==> config.mk <==
export PLATFORM = sky130hd
export DESIGN_NAME = rxp_regs
export DESIGN_NICKNAME = d
export VERILOG_FILES = /design/src/rtl/rxp_pkg.sv /design/src/rtl/rxp_regs.sv
export SDC_FILE = /design/constraint.sdc
export NUM_CORES = 1
export LEC_CHECK = 0
export BUFFER_PORTS_ARGS = -buffer_cell sky130_fd_sc_hd__buf_4
export CAP_MARGIN = 20
export CORE_ASPECT_RATIO = 0.9
export CORE_MARGIN = 2
export CORE_UTILIZATION = 50
export DETAILED_ROUTE_END_ITERATION = 12
export GPL_TIMING_DRIVEN = 1
export PLACE_DENSITY = 0.76
export SLEW_MARGIN = 25
export SYNTH_ARGS = -nofsm -noshare
export SYNTH_HDL_FRONTEND = slang
export SYNTH_SLANG_ARGS = --single-unit
export TNS_END_PERCENT = 5
==> constraint.sdc <==
create_clock -name ref_clk_i -period 12.7 [get_ports ref_clk_i]
set_clock_uncertainty 0.2 [all_clocks]
set_input_delay 0.635 -clock ref_clk_i [delete_from_list [all_inputs] [get_ports ref_clk_i]]
set_output_delay 0.635 -clock ref_clk_i [all_outputs]
set_load 0.02 [all_outputs]
==> src/rtl/rxp_pkg.sv <==
// Package for the receive path control, status and event flag registers.
// Assumes a single 40 MHz clock domain and an AHB-Lite register bus.
package rxp_pkg;
    // Register byte addresses
    localparam logic [11:0] CTRL_ADDR = 12'h340;
    localparam logic [11:0] STAT_ADDR = 12'h344;
    localparam logic [11:0] FLAG_ADDR = 12'h348;
    localparam logic [11:0] MASK_ADDR = 12'h34C;
    // Control field positions
    localparam int CTRL_CNT_CLR_B = 9;
    localparam int CTRL_CNT_CLR_A = 8;
    localparam int CTRL_VOID_B = 7;
    localparam int CTRL_VOID_A = 6;
    localparam int CTRL_CRC_DROP = 5;
    localparam int CTRL_SID_FULL = 2;
    localparam int CTRL_LATE_ACK = 1;
    localparam int CTRL_BUSY_ACK = 0;
    // Control reset value: payload CRC drop on
    localparam logic [7:0] CTRL_RESET = 8'h20;
    // Writable control bits (bits 7:0 less reserved 4:3)
    localparam logic [7:0] CTRL_WMASK = 8'hE7;
    // Acknowledge codes
    localparam logic [3:0] ACK_TARDY = 4'hB;
    localparam logic [3:0] ACK_BUSY_X = 4'h4;
    localparam logic [3:0] ACK_NONE = 4'h0;
    // Flag positions
    localparam int FLG_ABORT_LSB = 24;
    localparam int FLG_ARRIVE_LSB = 16;
    localparam int FLG_PAR_B = 15;
    localparam int FLG_PAR_A = 14;
    localparam int FLG_CCI_B = 13;
    localparam int FLG_CCI_A = 12;
    localparam int FLG_STEER_B = 11;
    localparam int FLG_STEER_A = 10;
    localparam int FLG_SEQ_B = 9;
    localparam int FLG_SEQ_A = 8;
    localparam int FLG_REJECT = 6;
    localparam int FLG_CRC = 5;
    localparam int FLG_NODEST = 4;
    localparam int FLG_TCODE = 3;
    localparam int FLG_OCCUPIED = 2;
    localparam int FLG_RST_CMD = 1;
    localparam int FLG_SID_DONE = 0;
    localparam logic [31:0] FLG_VALID = 32'hFFFF_FF7F;
    localparam logic [31:0] MASK_RESET = 32'h0000_0000;
    // Per-stream receive events from the data path
    typedef struct packed {
        logic pkt_done;
        logic key_parity;
        logic [1:0] cci_seen;
        logic [1:0] cci_cipher;
        logic steer_err;
        logic seq_err;
        logic is_void;
    } rxp_stream_t;
    // Packet events from the receive engine
    typedef struct packed {
        logic start;
        logic engine_busy;
        logic is_async;
        logic crc_err;
        logic no_dest;
        logic bad_tcode;
        logic rst_cmd;
        logic sid_done;
        logic confirm;
        logic abort;
        logic [2:0] buf_idx;
    } rxp_pkt_t;
    typedef enum logic [1:0] {
        ST_IDLE = 2'b00,
        ST_DATA = 2'b01
    } rxp_bus_st_t;
endpackage : rxp_pkg

==> src/rtl/rxp_regs.sv <==
// Receive path control, status and event flag registers with AHB-Lite.
// Assumes events arrive as one-cycle pulses synchronous to ref_clk_i.
//
// Function
// Writing 1 to control bit 9/8 pulses counter B/A clear, self clears.
// Void packets of stream B/A dropped unless bit 7/6 set.
// Bit 5 (reset 1) aborts and flushes packets with payload CRC error.
// Bit 2 set stores both self identification quadlets.
// Bit 1 set acknowledges async packets with tardy code B unless busy.
// Bit 0 set acknowledges async packets with busy code 4, wins.
// Status 15:14 and 13:12 show copy indicator of stream B and A.
// Status 11/10 hold key parity of stream A/B, refreshed per packet.
// Status bit 0 follows duplicate video type A or B buffer selection.
// Flags 31:24 set per buffer when a packet is aborted.
// Flags 23:16 set per buffer when a packet is confirmed.
// Flags 15/14 set when key parity of stream B/A changes.
// Flags 13/12 set when copy indicator differs from cipher setting.
// Flags 11/10 set on header steering fault of stream B/A.
// Flags 9/8 set on video sequence fault of stream B/A.
// Flag 6 set when busy acknowledge was sent.
// Flag 5 set when payload CRC check fails.
// No destination buffer aborts the packet and sets flag 4.
// Illegal transaction code aborts the packet and sets flag 3.
// Reception start while engine busy busies packet, sets flag 2.
// Quadlet write to reset start register sets flag 1.
// Flag 0 set when self identification ends and all confirmed.
// Summary interrupt ors flags gated by their enable bits.
// Flags stay set until read; a read clears the bits returned.
//
// Added by the designer: register access over AHB-Lite.
`timescale 1ns/1ps
`default_nettype none
module rxp_regs #(
    parameter int NBUF = 8
) (
    // Clock and reset
    input wire logic ref_clk_i,
    input wire logic nrst_i,
    // AHB-Lite slave
    input wire logic hsel_i,
    input wire logic [11:0] haddr_i,
    input wire logic [1:0] htrans_i,
    input wire logic hwrite_i,
    input wire logic [2:0] hsize_i,
    input wire logic [31:0] hwdata_i,
    input wire logic hready_i,
    output logic [31:0] hrdata_o,
    output logic hreadyout_o,
    output logic hresp_o,
    // Receive path events
    input wire rxp_pkg::rxp_pkt_t pkt_i,
    input wire rxp_pkg::rxp_stream_t strm_a_i,
    input wire rxp_pkg::rxp_stream_t strm_b_i,
    input wire logic [NBUF-1:0] buf_vid_a_i,
    input wire logic [NBUF-1:0] buf_vid_b_i,
    // Data path controls
    output logic cnt_clr_a_o,
    output logic cnt_clr_b_o,
    output logic drop_a_o,
    output logic drop_b_o,
    output logic crc_flush_o,
    output logic sid_full_o,
    output logic [3:0] ack_code_o,
    output logic pkt_abort_o,
    output logic summary_irq_o
);
    logic rst_s1_ff;
    logic rst_s2_ff;
    logic rst_n;
    logic [7:0] ctrl_ff;
    logic [31:0] flag_ff;
    logic [31:0] mask_ff;
    logic par_a_ff;
    logic par_b_ff;
    logic [1:0] cci_a_ff;
    logic [1:0] cci_b_ff;
    logic conflict_ff;
    rxp_pkg::rxp_bus_st_t st_ff;
    logic wr_ff;
    logic [11:0] addr_ff;
    logic [31:0] nxt_flag;
    logic [31:0] flag_set;
    logic [31:0] rd_clr;
    logic [31:0] rd_data;
    logic addr_ok;
    logic wr_now;
    logic [3:0] nxt_ack;
    logic nxt_abort;
    logic nxt_drop_a;
    logic nxt_drop_b;
    logic nxt_conflict;
    logic bus_go;
    logic bad_size;

    assign rst_n = rst_s2_ff;

    // Reset release through two flops
    always_ff @(posedge ref_clk_i or negedge nrst_i) begin
        if (!nrst_i) begin
            rst_s1_ff <= 1'b0;
            rst_s2_ff <= 1'b0;
        end else begin
            rst_s1_ff <= 1'b1;
            rst_s2_ff <= rst_s1_ff;
        end
    end

    // Bus address phase capture; slave always ready, response OKAY
    assign bus_go = hsel_i && hready_i && htrans_i[1];
    assign bad_size = hsize_i != 3'b010;
    always_ff @(posedge ref_clk_i or negedge rst_n) begin
        if (!rst_n) begin
            st_ff <= rxp_pkg::ST_IDLE;
            wr_ff <= 1'b0;
            addr_ff <= 12'h000;
        end else if (hready_i) begin
            st_ff <= bus_go ? rxp_pkg::ST_DATA : rxp_pkg::ST_IDLE;
            wr_ff <= bus_go && hwrite_i && !bad_size;
            addr_ff <= {haddr_i[11:2], 2'b00};
        end
    end
    assign wr_now = (st_ff == rxp_pkg::ST_DATA) && wr_ff;

    // Read mux; unmapped addresses read zero
    always_comb begin
        addr_ok = 1'b1;
        rd_data = 32'h0000_0000;
        case (haddr_i[11:2])
            rxp_pkg::CTRL_ADDR[11:2]: rd_data = {24'h00_0000,
                ctrl_ff & rxp_pkg::CTRL_WMASK};
            rxp_pkg::STAT_ADDR[11:2]: rd_data = {16'h0000, cci_b_ff,
                cci_a_ff, par_a_ff, par_b_ff, 9'h000, conflict_ff};
            rxp_pkg::FLAG_ADDR[11:2]: rd_data = flag_ff;
            rxp_pkg::MASK_ADDR[11:2]: rd_data = mask_ff;
            default: addr_ok = 1'b0;
        endcase
    end

    // Read data registered in the data phase
    always_ff @(posedge ref_clk_i or negedge rst_n) begin
        if (!rst_n) begin
            hrdata_o <= 32'h0000_0000;
        end else if (bus_go && !hwrite_i) begin
            hrdata_o <= addr_ok ? rd_data : 32'h0000_0000;
        end
    end

    always_ff @(posedge ref_clk_i or negedge rst_n) begin
        if (!rst_n) begin
            hreadyout_o <= 1'b1;
            hresp_o <= 1'b0;
        end else begin
            hreadyout_o <= 1'b1;
            hresp_o <= 1'b0;
        end
    end

    // Control register; clear bits self clear after one cycle
    always_ff @(posedge ref_clk_i or negedge rst_n) begin
        if (!rst_n) begin
            ctrl_ff <= rxp_pkg::CTRL_RESET;
        end else if (wr_now && addr_ff == rxp_pkg::CTRL_ADDR) begin
            ctrl_ff <= hwdata_i[7:0] & rxp_pkg::CTRL_WMASK;
        end else begin
            ctrl_ff <= ctrl_ff & rxp_pkg::CTRL_WMASK;
        end
    end

    always_ff @(posedge ref_clk_i or negedge rst_n) begin
        if (!rst_n) begin
            cnt_clr_a_o <= 1'b0;
            cnt_clr_b_o <= 1'b0;
        end else begin
            cnt_clr_b_o <= wr_now && addr_ff == rxp_pkg::CTRL_ADDR &&
                hwdata_i[rxp_pkg::CTRL_CNT_CLR_B];
            cnt_clr_a_o <= wr_now && addr_ff == rxp_pkg::CTRL_ADDR &&
                hwdata_i[rxp_pkg::CTRL_CNT_CLR_A];
        end
    end

    always_ff @(posedge ref_clk_i or negedge rst_n) begin
        if (!rst_n) begin
            mask_ff <= rxp_pkg::MASK_RESET;
        end else if (wr_now && addr_ff == rxp_pkg::MASK_ADDR) begin
            mask_ff <= hwdata_i & rxp_pkg::FLG_VALID;
        end
    end

    // Acknowledge and drop decisions for each packet
    always_comb begin
        nxt_ack = rxp_pkg::ACK_NONE;
        if (pkt_i.start && pkt_i.is_async) begin
            if (ctrl_ff[rxp_pkg::CTRL_BUSY_ACK] || pkt_i.engine_busy) begin
                nxt_ack = rxp_pkg::ACK_BUSY_X;
            end else if (ctrl_ff[rxp_pkg::CTRL_LATE_ACK]) begin
                nxt_ack = rxp_pkg::ACK_TARDY;
            end
        end
        nxt_drop_a = strm_a_i.is_void && !ctrl_ff[rxp_pkg::CTRL_VOID_A];
        nxt_drop_b = strm_b_i.is_void && !ctrl_ff[rxp_pkg::CTRL_VOID_B];
        nxt_abort = (pkt_i.crc_err && ctrl_ff[rxp_pkg::CTRL_CRC_DROP]) ||
            pkt_i.no_dest || pkt_i.bad_tcode;
    end

    always_ff @(posedge ref_clk_i or negedge rst_n) begin
        if (!rst_n) begin
            ack_code_o <= rxp_pkg::ACK_NONE;
            pkt_abort_o <= 1'b0;
            drop_a_o <= 1'b0;
            drop_b_o <= 1'b0;
            crc_flush_o <= 1'b1;
            sid_full_o <= 1'b0;
        end else begin
            ack_code_o <= nxt_ack;
            pkt_abort_o <= nxt_abort;
            drop_a_o <= nxt_drop_a;
            drop_b_o <= nxt_drop_b;
            crc_flush_o <= ctrl_ff[rxp_pkg::CTRL_CRC_DROP];
            sid_full_o <= ctrl_ff[rxp_pkg::CTRL_SID_FULL];
        end
    end

    // Stream status captured per packet
    always_ff @(posedge ref_clk_i or negedge rst_n) begin
        if (!rst_n) begin
            par_a_ff <= 1'b0;
            par_b_ff <= 1'b0;
            cci_a_ff <= 2'b00;
            cci_b_ff <= 2'b00;
        end else begin
            if (strm_a_i.pkt_done) begin
                par_a_ff <= strm_a_i.key_parity;
                cci_a_ff <= strm_a_i.cci_seen;
            end
            if (strm_b_i.pkt_done) begin
                par_b_ff <= strm_b_i.key_parity;
                cci_b_ff <= strm_b_i.cci_seen;
            end
        end
    end

    // Live conflict: more than one buffer of the same video type
    always_comb begin
        nxt_conflict = 1'b0;
        for (int i = 0; i < NBUF; i++) begin
            for (int j = i + 1; j < NBUF; j++) begin
                if ((buf_vid_a_i[i] && buf_vid_a_i[j]) ||
                    (buf_vid_b_i[i] && buf_vid_b_i[j])) begin
                    nxt_conflict = 1'b1;
                end
            end
        end
    end

    always_ff @(posedge ref_clk_i or negedge rst_n) begin
        if (!rst_n) begin
            conflict_ff <= 1'b0;
        end else begin
            conflict_ff <= nxt_conflict;
        end
    end

    // Event set terms
    always_comb begin
        flag_set = 32'h0000_0000;
        if (pkt_i.abort || nxt_abort) begin
            flag_set[rxp_pkg::FLG_ABORT_LSB + 32'(pkt_i.buf_idx)] = 1'b1;
        end
        if (pkt_i.confirm) begin
            flag_set[rxp_pkg::FLG_ARRIVE_LSB + 32'(pkt_i.buf_idx)] = 1'b1;
        end
        flag_set[rxp_pkg::FLG_PAR_B] = strm_b_i.pkt_done &&
            (strm_b_i.key_parity != par_b_ff);
        flag_set[rxp_pkg::FLG_PAR_A] = strm_a_i.pkt_done &&
            (strm_a_i.key_parity != par_a_ff);
        flag_set[rxp_pkg::FLG_CCI_B] = strm_b_i.pkt_done &&
            (strm_b_i.cci_seen != strm_b_i.cci_cipher);
        flag_set[rxp_pkg::FLG_CCI_A] = strm_a_i.pkt_done &&
            (strm_a_i.cci_seen != strm_a_i.cci_cipher);
        flag_set[rxp_pkg::FLG_STEER_B] = strm_b_i.steer_err;
        flag_set[rxp_pkg::FLG_STEER_A] = strm_a_i.steer_err;
        flag_set[rxp_pkg::FLG_SEQ_B] = strm_b_i.seq_err;
        flag_set[rxp_pkg::FLG_SEQ_A] = strm_a_i.seq_err;
        flag_set[rxp_pkg::FLG_REJECT] = nxt_ack == rxp_pkg::ACK_BUSY_X;
        flag_set[rxp_pkg::FLG_CRC] = pkt_i.crc_err;
        flag_set[rxp_pkg::FLG_NODEST] = pkt_i.no_dest;
        flag_set[rxp_pkg::FLG_TCODE] = pkt_i.bad_tcode;
        flag_set[rxp_pkg::FLG_OCCUPIED] = pkt_i.start &&
            pkt_i.engine_busy;
        flag_set[rxp_pkg::FLG_RST_CMD] = pkt_i.rst_cmd;
        flag_set[rxp_pkg::FLG_SID_DONE] = pkt_i.sid_done;
    end

    // Read clears what it returned; a new set in the same cycle wins
    assign rd_clr = (bus_go && !hwrite_i &&
        haddr_i[11:2] == rxp_pkg::FLAG_ADDR[11:2]) ? flag_ff : 32'h0;
    assign nxt_flag = ((flag_ff & ~rd_clr) | flag_set) & rxp_pkg::FLG_VALID;

    always_ff @(posedge ref_clk_i or negedge rst_n) begin
        if (!rst_n) begin
            flag_ff <= 32'h0000_0000;
        end else begin
            flag_ff <= nxt_flag;
        end
    end

    always_ff @(posedge ref_clk_i or negedge rst_n) begin
        if (!rst_n) begin
            summary_irq_o <= 1'b0;
        end else begin
            summary_irq_o <= |(nxt_flag & mask_ff);
        end
    end
endmodule : rxp_regs
`default_nettype wire
* Yosys cells after proc, flatten, opt, wreduce, memory -nomap -nowiden *
Index checks and enable logic that the tools add are counted.

operators by class
  add/subtract/negate cells = 2
  $lt $le $gt $ge = 4
  equality and inequality tests = 13
  multiplexer cells = 42
  bitwise operators = 5
  reduce and logical (&&, ||, !) cells = 116

operators by type and width
  operator             number
  $mux 32              4
  $pmux 32 s4          1
  $logic_and 1x1->1    78
  $and 32x32->32       2
  $or 32x32->32        2
  $eq 10x8->1 const B  6
  $logic_or 1x1->1     32
  $mux 1               32
  $not 32->32          1
  $reduce_or 32->1     1
  $add 5x3->6 const A  2
  $ge 6x1->1 const B   2
  $lt 6x6->1 const B   2
  $mux 4               3
  $demux 1 s5          2
  $eq 4x3->1 const B   1
  $logic_not 1->1      4
  $ne 2x2->1           2
  $reduce_or 4->1      1
  $ne 3x2->1 const B   1
  $eq 2x1->1 const B   1
  $ne 1x1->1           2

word-level totals
  flip-flop bits (word level) = 134
  input port bits = 101
  output and inout port bits = 46

* Logic depth before layout (Yosys ltp) *
  depth after elaboration = 30
  gate-level depth with buffers = 8

* Worst setup path before layout *
No wires, ideal clock.

  path kind = input -> register
  start point = in hready_i
  end point = reg flag_ff[24]
  setup time = 0.121 ns
  arrival time = 1.798 ns
  required time = 12.379 ns
  path slack = 10.581 ns
  cell stages on the path = 7
  buffers on the path = 3
  cell sequence = buf_4 and4b_1 nand4_1 or2_1 buf_2 buf_6 a22o_1

between the ends
  cells in the longest elaborated chain, start to end = 8

ends and longest elaborated chain
  element                         RTL line         RTL
  from (decl)                     rxp_regs.sv:46   input wire logic hready_i,
  $logic_and 1x1->1 (2 in a row)  rxp_regs.sv:109  assign bus_go = hsel_i && hready_i && htrans_i[1];
  $logic_and 1x1->1 (2 in a row)  rxp_regs.sv:295  assign rd_clr = (bus_go && !hwrite_i &&
  $mux 32                         rxp_regs.sv:296  haddr_i[11:2] == rxp_pkg::FLAG_ADDR[11:2]) ? flag_ff : 32'h0;
  $not 32->32                     rxp_regs.sv:297  assign nxt_flag = ((flag_ff & ~rd_clr) | flag_set) & rxp_pkg::FLG_VALID;
  $and 32x32->32                  rxp_regs.sv:297
  $or 32x32->32                   rxp_regs.sv:297
  net nxt_flag[24]                rxp_regs.sv:81   logic [31:0] nxt_flag;
  to (signal assigned)            rxp_regs.sv:303  flag_ff <= nxt_flag;
  to (decl)                       rxp_regs.sv:71   logic [31:0] flag_ff;

The timed path passes the listed nets, and every way through them passes these cells.
A chain may end at the register's enable or synchronous reset.

* Final worst setup path *
  start point = in hready_i
  end point = reg flag_ff[27]

The elaborated chain is that of the path after synthesis.

==> impl_metrics.yaml <==
worst_setup_path:
  path_class: "primary input to flop"
  crit_fanout: 31
  endpoint_kind: "flop"
  startpoint_type: "primary input"
  cp.arrival_ns: 3.11
  crit_family: "simple AND/OR/NAND/NOR gates"
  cp_num_buf_inv: 1
  slowest_delay_ns: 0.88
  crit_chain: "buf_4 > and4b_1 > nand4_1 > or2_2 > a22o_1"
  required_ns: 12.80
  cp_slowest_cell: "or2_2"
power:
  leakage_nw: 3.56
  p_seq_share_pct: 42.9
  p_int_mw: 0.790
  swShare_pct: 22.4
  p_comb_share_pct: 7.3
  power_density_nw_per_um2: 134
  clockPowerShare_pct: 49.8
  vdd_drop_max_mv: 0.0804
  p_sw_mw: 0.228
global_routing:
  antenna_found_initial: 0
  grtUsageMet2_pct: 40.9
  overflow: 0
  grt_pass1_vias: 4838
  use_met3_pct: 7.82
  grt-busiest-layer: "met2"
  grt_max_degree: 89
  grt_pass1_wl_um: 25200
  use_met1_pct: 34.1
  grt_usage_pct: 25.8
timing:
  timing.fmax_mhz: 333
  relSlewSlack_pct: 36.1
  finalHoldViolations: 0
  final.setup.tns_ns: 0
  setup_violations: 0
  finalCriticalPeriod_ns: 3.01
  rsz0062_at_grt: "false"
  post-route-period-util_pct: 23.7
  drv_slew: 0
  tightest_slew_ns: 0.955
logic_synthesis:
  netlist_area_um2: 5850
  syn_inst: 482
  synth_edf_count: 0
  ys_types: 45
  synthArstFlopShare_pct: 100
  synth.avg_cell_area_um2: 12.1
  dominantRegCellSynth: "dfrtp_1"
  synth.yosys.seq_area_share_pct: 56.1
  synth_warnings: 0
  ys_ff_latch: 131
clock_network:
  cts_num_sinks: 131
  clkLatencyLatePin_ns: 0.42
  tritoncts: "yes"
  clock-root-buffer: "clkbuf_16"
  cts-buffers-inserted: 17
  cts_resized: 0
  cts_max_level: 4
  clk_pin_slew_worst_paths_ns: 0.06
  clk_path_buf_depth: 2
drt:
  postRouteAntennaNets: 0
  via_count: 4640
  dr.pass1.iters: 7
  viasPerCell: 5.90
  drtIter0Drc: 419
  avgRoutedWirePerCell_um: 19.6
  drc: 0
  routed_wl_um: 15400
cells_and_area:
  drive_above_1_share_pct: 38.8
  final_cells: 787
  final_common_cell: "buf_4"
  final_util_pct: 66.6
  mostFrequentLayoutCells: "buf_4 (143), dfrtp_1 (128), mux2_2 (59), nand2_1 (43), o21ai_0 (42)"
  antenna_cells: 0
  syn_to_final_growth_pct: 30.1
  nets: 719
floorplan:
  dieArea_um2: 12600
  core.rowCount: 37
  die_h_um: 107
  dieWidth_um: 118
  initial_core_util_pct: 51.1
  core_area_um2: 11400
  ios: 147
worst_hold_path:
  worstHoldPathType: "flop to asynchronous set/reset pin"
flow_run:
  maxCapViolations: 0
placed_design:
  gpl.final_weighted_congestion: 0.924
  numPortBuffers: 141
  hpwlAfterDp_um: 10900
  dp.cells: 754
outcome:
  status: "completed"
[power by group through the flow]
stage | logic [mW] | clock network [mW] | registers [mW]
2_1_floorplan | 0.0312 | 0 | 0.447
3_3_place_gp | 0.0717 | 0 | 0.443
3_5_place_dp | 0.0737 | 0 | 0.444
4_1_cts | 0.0743 | 0.510 | 0.437
5_1_grt | 0.0811 | 0.532 | 0.438
6_report | 0.0744 | 0.508 | 0.437
[registers in the layout, indices dropped and copies added (netlist names), 2 cells and up]
register	cells
hrdata_o	32
cci_b_ff	2
ack_code_o	2
ctrl_ff	6
cci_a_ff	2
addr_ff	10
flag_ff	31
mask_ff	31
[layer usage]
layer / vias to the layer above / wire length [µm]
met4: 0 / 290
met5: - / 0
met3: 28 / 1030
met1: 2334 / 6670
li1: 2059 / -
met2: 219 / 7400
[through the flow]
stage                     setup WS (ns)  total power, mW  instance area [µm²]  hold WS, ns
after floorplan                    8.58            0.478                 5850        0.131
after global placement             9.23            0.515                 6980        0.122
after detailed placement           9.18            0.518                 6980        0.131
after CTS                          9.61             1.02                 7610        0.133
after global routing               9.52             1.05                 7610        0.158
final                              9.69             1.02                 7610        0.109
[area by class of cell]
cell class	instances	area (µm²)
repair buffers	145	1090
fillers	898	3820
multi-input cells	314	2380
inverters	9	33.8
well taps	156	195
clock inverters	12	153
clock buffers	20	467
flip-flops and latches	131	3280
[worst register-to-register path, cell delays in order, from the launching register on]
cell and delay [ns]:
dfstp_2 0.39, a2111oi_0 0.70, nor2_1 0.27, a22oi_1 0.30, o211a_1 0.19, o211ai_1 0.13
[synth_stat cells, types with 3 or more instances]
cell      number  area [µm²]
a21o_1        10        75.1
a221oi_1       4        35.0
a222oi_1       3        30.0
a22o_1        12         105
a22oi_1       21         158
a32o_1         8        80.1
buf_2         11        55.1
buf_4          5        37.5
clkbuf_1      11        41.3
dfrtp_1      129        3230
inv_1          9        33.8
mux2_1         6        67.6
mux2_2        59         664
mux2i_1       20         200
mux4_2         3        67.6
nand2_1       43         161
nand3_1       12        60.1
nand4_1        7        43.8
nor2_1        17        63.8
nor2b_1        5        31.3
o21ai_0       42         210
o31ai_1        6        45.0
xor2_1         6        52.6
[final timing paths]
kind | from | endpoint | slack [ns] | cells past startpoint
setup / recovery | hready_i | flag_ff[27] | 9.69 | 5
hold / removal | rst_n | hrdata_o[25] | 0.11 | 0
setup reg to reg | ctrl_ff[5] | summary_irq_o | 10.36 | 5
hold reg to reg | rst_n | hrdata_o[25] | 0.11 | 0
max in group asynchronous | rst_n | flag_ff[29] | 11.04 | 1
min in group ref_clk_i | rst_s1_ff | rst_n | 0.15 | 0
[what timing repair did]
action                                 in CTS  in global routing
endpoints found under the hold margin       2                  0
hold buffers                                1                  0
buffers inserted                            0                  0
[cell families after synthesis]
group	share of synthesized area (%)
compound gates	14.3
xor+xnor	0.899
buf+inv	3.25
flops	56.1
mux	17.1
simple gates	8.24
other cells	0.128
(Power assumes the default switching activity.)
